<file path="config.mk">
export PLATFORM = sky130hd
export DESIGN_NAME = almost_empty_flag_status_bus
export DESIGN_NICKNAME = d
export VERILOG_FILES = /design/src/ae_status_bus_pkg.sv /design/src/almost_empty_flag_status_bus.sv
export VERILOG_INCLUDE_DIRS = /design/src
export SDC_FILE = /design/constraint.sdc
export NUM_CORES = 1
export LEC_CHECK = 0
export ABC_AREA = 0
export BUFFER_PORTS_ARGS = -buffer_cell sky130_fd_sc_hd__buf_4
export CORE_UTILIZATION = 43
export CTS_CLUSTER_DIAMETER = 200
export DETAILED_ROUTE_END_ITERATION = 10
export GPL_TIMING_DRIVEN = 0
export PLACE_DENSITY = 0.81
export SETUP_SLACK_MARGIN = 0.02
export SLEW_MARGIN = 20
export SYNTH_ARGS = -nofsm -noshare
export SYNTH_HDL_FRONTEND = slang
export SYNTH_SLANG_ARGS = --single-unit
</file>
<file path="constraint.sdc">
create_clock -name CLK -period 3.2 [get_ports CLK]
set_input_delay 0.32 -clock CLK [delete_from_list [all_inputs] [get_ports CLK]]
set_output_delay 0.32 -clock CLK [all_outputs]
set_load 0.03 [all_outputs]
</file>
<file path="src/ae_status_bus_regs.svh">
// Constants for the almost-empty status bus block
`ifndef AE_STATUS_BUS_REGS_SVH
`define AE_STATUS_BUS_REGS_SVH
`define AE_BUS_WIDTH      8
`define AE_QUEUE_COUNT    16
`define AE_ADDR_WIDTH     6
`define AE_SECTOR_BIT     0
`define AE_ID_MSB         5
`define AE_ID_LSB         3
`define AE_SECTOR_FIRST   1'h0
`define AE_SECTOR_SECOND  1'h1
`define AE_BUS_RESET      8'hff
`define AE_MASTER_SLOTS   2'h3
`endif

</file>
<file path="src/ae_status_bus_pkg.sv">
// Types for the almost-empty status bus block
package ae_status_bus_pkg;
    typedef enum logic [1:0] {
        ST_IDLE,
        ST_DIRECT,
        ST_POLL_WAIT,
        ST_POLL_OWN
    } bus_state_t;
endpackage

</file>
<file path="src/almost_empty_flag_status_bus.sv">
// Almost-empty status bus of the read port, direct and polled modes
`timescale 1ns/1ps
`include "ae_status_bus_regs.svh"

//Function
//- Eight queue almost-empty bits on bus
//- Selected queue drives flag; valid is held high whenever out of reset
//- Mode low at reset selects direct
//- Eight or fewer queues map directly
//- Strobe edge captures address LSB sector
//- Bus shows new sector next cycle
//- Sector two maps queues eight-fifteen
//- Coincident access may lag one cycle
//- Sector selection allowed every cycle
//- Top address bits must match identity
//- Mode high selects polled sector rotation
//- Sync high during first sector
//- Master takes bus after reset
//- Owner holds bus four cycles; others tristate
//- Pass token after cycling sectors
//- Single device still needs token
module almost_empty_flag_status_bus #(
    parameter int QUEUES = `AE_QUEUE_COUNT
) (
    input  wire logic                      CLK,
    input  wire logic                      RESET_N,
    input  wire logic                      MASTER_RESET_IN,
    input  wire logic                      FLAG_BUS_MODE_SELECT,
    input  wire logic                      CHAIN_MASTER_SELECT,
    input  wire logic                      DEVICE_IDENTITY_BIT0,
    input  wire logic                      DEVICE_IDENTITY_BIT1,
    input  wire logic                      DEVICE_IDENTITY_BIT2,
    input  wire logic [4:0]                QUEUE_COUNT,
    input  wire logic [QUEUES-1:0]         QUEUE_ALMOST_EMPTY,
    input  wire logic [3:0]                READ_QUEUE_SEL,
    input  wire logic [`AE_ADDR_WIDTH-1:0] READ_ADDRESS_BUS,
    input  wire logic                      EMPTY_SECTOR_STROBE,
    input  wire logic                      EMPTY_TOKEN_IN,
    output logic [`AE_BUS_WIDTH-1:0]       ALMOST_EMPTY_STATUS_BUS,
    output logic [`AE_BUS_WIDTH-1:0]       ALMOST_EMPTY_STATUS_BUS_OE,
    output logic                           ACTIVE_ALMOST_EMPTY_FLAG,
    output logic                           OUTPUT_VALID_FLAG,
    output logic                           EMPTY_BUS_SYNC_OUT,
    output logic                           EMPTY_TOKEN_OUT
);

    // ------------------------------------------------------------
    // Input synchronisers
    // ------------------------------------------------------------
    // Reset, mode, master-select and token pins pass two flops; the first is read by no logic
    // Identity straps too, so a live strap change cannot glitch a match
    logic [6:0] meta_r;
    logic [6:0] sync_r;
    logic [6:0] meta_nxt;
    logic       mrs_s;
    logic       mode_s;
    logic       chain_master_select_s;
    logic       tok_s;

    always_comb begin
        meta_nxt = {DEVICE_IDENTITY_BIT2, DEVICE_IDENTITY_BIT1,
                    DEVICE_IDENTITY_BIT0, EMPTY_TOKEN_IN,
                    CHAIN_MASTER_SELECT, FLAG_BUS_MODE_SELECT,
                    MASTER_RESET_IN};
    end

    always_ff @(posedge CLK or negedge RESET_N) begin
        if (!RESET_N) begin
            meta_r <= 7'h0;
            sync_r <= 7'h0;
        end else begin
            meta_r <= meta_nxt;
            sync_r <= meta_r;
        end
    end

    assign mrs_s  = sync_r[0];
    assign mode_s = sync_r[1];
    assign chain_master_select_s = sync_r[2];
    assign tok_s  = sync_r[3];

    // ------------------------------------------------------------
    // Sector helpers
    // ------------------------------------------------------------
    function automatic logic [`AE_BUS_WIDTH-1:0] sector_bits(
        input logic [2*`AE_BUS_WIDTH-1:0] flags,
        input logic                       sector
    );
        sector_bits = sector ? flags[2*`AE_BUS_WIDTH-1:`AE_BUS_WIDTH]
                             : flags[`AE_BUS_WIDTH-1:0];
    endfunction

    logic [2*`AE_BUS_WIDTH-1:0] flags_all;
    logic [2:0]                 own_id;
    logic                       id_match;
    logic                       small_cfg;

    generate
        for (genvar g = 0; g < 2*`AE_BUS_WIDTH; g++) begin : g_pad
            if (g < QUEUES) begin : g_q
                assign flags_all[g] = QUEUE_ALMOST_EMPTY[g];
            end else begin : g_x
                // Unconfigured queues read as not almost empty
                assign flags_all[g] = 1'b1;
            end
        end
    endgenerate

    assign own_id = sync_r[6:4];
    assign id_match = READ_ADDRESS_BUS[`AE_ID_MSB:`AE_ID_LSB] == own_id;
    assign small_cfg = QUEUE_COUNT <= 5'(`AE_BUS_WIDTH);

    // ------------------------------------------------------------
    // Bus control state
    // ------------------------------------------------------------
    ae_status_bus_pkg::bus_state_t state_r;
    ae_status_bus_pkg::bus_state_t state_nxt;
    logic                     sector_r;
    logic                     sector_nxt;
    logic [1:0]               slot_r;
    logic [1:0]               slot_nxt;
    logic                     mrs_d_r;
    logic [`AE_BUS_WIDTH-1:0] bus_nxt;
    logic [`AE_BUS_WIDTH-1:0] oe_nxt;
    logic                     sync_nxt;
    logic                     tok_nxt;
    logic                     pae_nxt;
    logic                     ov_nxt;
    logic                     direct_sel;

    assign direct_sel = EMPTY_SECTOR_STROBE && id_match;

    always_comb begin
        state_nxt  = state_r;
        sector_nxt = sector_r;
        slot_nxt   = slot_r;
        sync_nxt   = 1'b0;
        tok_nxt    = 1'b0;
        oe_nxt     = '0;
        bus_nxt    = `AE_BUS_RESET;
        // Selected queue flag on dedicated pins
        pae_nxt    = flags_all[READ_QUEUE_SEL];
        ov_nxt     = 1'b0;
        if (mrs_s) begin
            // Mode is latched while reset is held
            state_nxt  = mode_s ? ae_status_bus_pkg::ST_POLL_WAIT
                                : ae_status_bus_pkg::ST_DIRECT;
            sector_nxt = `AE_SECTOR_FIRST;
            slot_nxt   = 2'h0;
        end else begin
            case (state_r)
                ae_status_bus_pkg::ST_DIRECT: begin
                    oe_nxt = '1;
                    if (direct_sel) begin
                        // New sector each cycle allowed
                        sector_nxt = READ_ADDRESS_BUS[`AE_SECTOR_BIT];
                    end
                    // Registered: bus follows one cycle later
                    // Eight or fewer queues ignore sector
                    bus_nxt = sector_bits(flags_all,
                                  small_cfg ? `AE_SECTOR_FIRST
                                            : sector_nxt);
                end
                ae_status_bus_pkg::ST_POLL_WAIT: begin
                    // Master starts after reset; others need token
                    if ((chain_master_select_s && mrs_d_r) || tok_s) begin
                        state_nxt  = ae_status_bus_pkg::ST_POLL_OWN;
                        sector_nxt = `AE_SECTOR_SECOND;
                        slot_nxt   = 2'h0;
                        oe_nxt     = '1;
                        sync_nxt   = 1'b1;
                        bus_nxt    = sector_bits(flags_all,
                                                 `AE_SECTOR_FIRST);
                    end
                end
                ae_status_bus_pkg::ST_POLL_OWN: begin
                    // Hold the bus for three more cycles
                    oe_nxt     = '1;
                    sync_nxt   = sector_r == `AE_SECTOR_FIRST;
                    bus_nxt    = sector_bits(flags_all, sector_r);
                    sector_nxt = ~sector_r;
                    slot_nxt   = slot_r + 2'h1;
                    if (slot_r == `AE_MASTER_SLOTS - 2'h1) begin
                        // Hand off with a one-cycle token
                        tok_nxt   = 1'b1;
                        state_nxt = ae_status_bus_pkg::ST_POLL_WAIT;
                    end
                end
                default: begin
                    state_nxt = ae_status_bus_pkg::ST_IDLE;
                end
            endcase
        end
        ov_nxt = 1'b1;
    end

    always_ff @(posedge CLK or negedge RESET_N) begin
        if (!RESET_N) begin
            state_r                    <= ae_status_bus_pkg::ST_IDLE;
            sector_r                   <= `AE_SECTOR_FIRST;
            slot_r                     <= 2'h0;
            mrs_d_r                    <= 1'b0;
            ALMOST_EMPTY_STATUS_BUS    <= `AE_BUS_RESET;
            ALMOST_EMPTY_STATUS_BUS_OE <= '0;
            EMPTY_BUS_SYNC_OUT         <= 1'b0;
            EMPTY_TOKEN_OUT            <= 1'b0;
            ACTIVE_ALMOST_EMPTY_FLAG   <= 1'b1;
            OUTPUT_VALID_FLAG          <= 1'b0;
        end else begin
            state_r                    <= state_nxt;
            sector_r                   <= sector_nxt;
            slot_r                     <= slot_nxt;
            mrs_d_r                    <= mrs_s;
            ALMOST_EMPTY_STATUS_BUS    <= bus_nxt;
            ALMOST_EMPTY_STATUS_BUS_OE <= oe_nxt;
            EMPTY_BUS_SYNC_OUT         <= sync_nxt;
            EMPTY_TOKEN_OUT            <= tok_nxt;
            ACTIVE_ALMOST_EMPTY_FLAG   <= pae_nxt;
            OUTPUT_VALID_FLAG          <= ov_nxt;
        end
    end
endmodule

</file>
==> results.json <==
{
  "crit_required_ps": 3440,
  "cp_num_buf_inv": 0,
  "synthArstFlopShare_pct": 100,
  "die_y_um": 61.7,
  "vias": 1131,
  "grt_overflow": 0,
  "clk_path_buf_depth": 2,
  "fmax_mhz": 621,
  "grt_usage_pct": 16.9,
  "drc": 0,
  "start_util_pct": 45.3,
  "clock-sinks": 33,
  "layout_commonest_cell": "buf_4",
  "arrival_ps": 1850,
  "netlist_instances": 115,
  "numCtsBuffers": 5,
  "syn_nets": 157,
  "path_cells": "xnor2_2 -> nand4_4 -> mux2i_4 -> mux2i_1 -> o21ai_1",
  "seqPwrFrac_pct": 50.0,
  "drv_cap": 0,
  "grt_max_degree": 34,
  "setup_tns_ps": 0,
  "synth_edf_count": 0,
  "avgViaCountPerCell": 4.96,
  "synth_cell_type_count": 27,
  "critical_path.max_stage_delay_ps": 410,
  "outcome": "completed",
  "cellLeakagePower_uw": 0.000965,
  "vdd_ir_drop_max_mv": 0.282,
  "grt_antenna_before_repair": 0,
  "diodes": 0,
  "place_ws_ps": 1540,
  "grt_pass1_vias": 1087,
  "clk-insertion-delay-late_ps": 320,
  "drive_above_1_share_pct": 55.5,
  "period_share_pct": 50.4,
  "io_buffers": 58,
  "cp_top_family": "multiplexers",
  "crit_path_max_fanout": 8,
  "p_switching_uw": 280,
  "core_area_um2": 3390,
  "p_clk_share_pct": 22.2,
  "clkSlewWorstSetupHoldPaths_ps": 100,
  "htree_levels": 2,
  "fin_ws_ps": 1590,
  "grt_use_met2_pct": 30.6,
  "hold_viol_final": 0,
  "wl_um": 2960,
  "startpoint_type": "flop",
  "switching_share_pct": 29.6,
  "cts_tree": "built",
  "critPathKind": "flop to flop",
  "cts-resized-gates": 0,
  "drtAntennaViolNets": 0,
  "multi_input_area_um2": 622,
  "fillCellCount": 273,
  "cts_root_buffer": "clkbuf_4",
  "finish.utilization_pct": 61.6,
  "die_w_um": 61.7,
  "synth_area_per_cell_um2": 13.3,
  "place.gp.congestion": 0.772,
  "ioPinCount": 61,
  "syn_area_um2": 1530,
  "grt_pass1_wl_um": 4490,
  "skew_ps": 6.68,
  "period_needed_ps": 1610,
  "layout_common_cells": "buf_4 (65), dfrtp_1 (24), a21oi_1 (10)",
  "met3_usage_pct": 6.42,
  "p_comb_share_pct": 27.8,
  "grt_busiest_layer": "met2",
  "crit_path_end_kind": "flop",
  "nNetsFinal": 223,
  "setup_viol": 0,
  "drt_first_pass_iters": 4,
  "gr-usage-met1_pct": 17.6,
  "ys_seq_area_share_pct": 54.6,
  "synth_ff_type": "dfrtp_1",
  "drt-initial-drc-count": 32,
  "crit_path_top_delay_cell": "dfrtp_1",
  "dp_hpwl_um": 2330,
  "rows": 21,
  "ys_ff_latch": 33,
  "layout-area-overhead-vs-synth_pct": 36.1,
  "powerDensity_nw_per_um2": 454,
  "wl_per_cell_um": 13.0,
  "dieArea_um2": 3810,
  "hold_path_class": "input port to flop",
  "p_int_uw": 669,
  "slew_viol_final": 0,
  "regArea_um2": 837,
  "ys_warn_count": 0,
  "rsz0062_at_grt": "false"
}
-- cells by family (layout without fill, tap and decap cells) --
| family | count (synthesis) | count (layout) | synth area share (%) |
|---|---|---|---|
| flops | 33 | 33 | 54.6 |
| compound gates | 28 | 28 | 10.3 |
| mux | 24 | 24 | 21.3 |
| buf+inv | 13 | 80 | 4.89 |
| simple gates | 12 | 12 | 4.73 |
| xor+xnor | 3 | 3 | 3.18 |
| fa+ha+maj | 1 | 1 | 0.816 |
| other cells | 1 | 1 | 0.244 |
-- layout make-up --
type                            instances  share of cell area [%]
Multi-Input combinational cell         69                    29.8
Buffer                                 10                    3.06
Inverter                                3                   0.539
Timing Repair Buffer                   59                    21.3
Sequential cell                        33                    40.1
Clock buffer                            6                    1.98
Tap cell                               46                    2.76
Clock inverter                          2                   0.479
-- registers in the layout, summed over array words and instances, names as in the netlist --
name / count
OUTPUT_VALID_FLAG: 1
ALMOST_EMPTY_STATUS_BUS_OE: 1
mrs_d_r: 1
sync_r: 7
sector_r: 1
state_r: 2
EMPTY_BUS_SYNC_OUT: 1
meta_r: 7
ACTIVE_ALMOST_EMPTY_FLAG: 1
ALMOST_EMPTY_STATUS_BUS: 8
EMPTY_TOKEN_OUT: 1
slot_r: 2
-- worst paths after layout --
| kind | slack [ps] | from | cells past startpoint | to |
|---|---|---|---|---|
| worst max register to register | 1590 | sync_r[5] | 5 | ALMOST_EMPTY_STATUS_BUS[6] |
| worst min register to register | 360 | meta_r[4] | 0 | sync_r[4] |
| min in group asynchronous | 460 | RESET_N | 2 | ALMOST_EMPTY_STATUS_BUS_OE[6] |
| worst min-delay path | 90 | DEVICE_IDENTITY_BIT0 | 1 | meta_r[4] |
| max in group asynchronous | 2420 | RESET_N | 2 | ALMOST_EMPTY_STATUS_BUS[2] |
| worst max-delay path | 1590 | sync_r[5] | 5 | ALMOST_EMPTY_STATUS_BUS[6] |
-- power by group through the flow --
| stage | clock [µW] | sequential [µW] | combinational [µW] |
|---|---|---|---|
| floorplan | 0 | 514 | 125 |
| global placement | 0 | 480 | 257 |
| detailed placement | 0 | 483 | 265 |
| CTS | 222 | 475 | 266 |
| global route | 247 | 479 | 285 |
| finish | 211 | 474 | 264 |
-- worst reg2reg max path: stages, from the launching register on --
cell and delay [ps]:
dfrtp_1 410, xnor2_2 210, nand4_4 150, mux2i_4 410, mux2i_1 260, o21ai_1 80
-- synth_stat cells, types with 2 or more instances --
cell type,count,area (µm²)
a21oi_1,10,50.1
dfrtp_1,24,601
o21ai_0,4,20.0
buf_4,7,52.6
o21ai_1,8,40.0
dfstp_2,9,236
clkbuf_1,3,11.3
o21a_1,2,15.0
inv_1,3,11.3
nor2_1,5,18.8
xnor2_2,3,48.8
mux4_2,5,113
mux2_2,9,101
mux2i_1,9,90.1
nand2_1,2,7.51
-- stage by stage --
stage	instances	total power (µW)	instance area, µm²	hold slack (ps)
floorplan	115	638	1530	24.4
global placement	219	738	2030	267
detailed placement	219	747	2030	279
CTS	228	963	2090	76.9
global route	228	1010	2090	55.3
finish	228	949	2090	94.7
-- routing by layer --
layer,routed length [µm],vias up
li1,-,536
met1,1110,551
met2,1620,39
met3,200,5
met4,29,0
met5,0,-
-- repair_timing --
| action | CTS | global route |
|---|---|---|
| hold buffers | 1 | 0 |
| buffers inserted | 0 | 0 |
| endpoints found under the hold margin | 24 | 0 |
No activity file was read; power rests on OpenSTA's default activity.
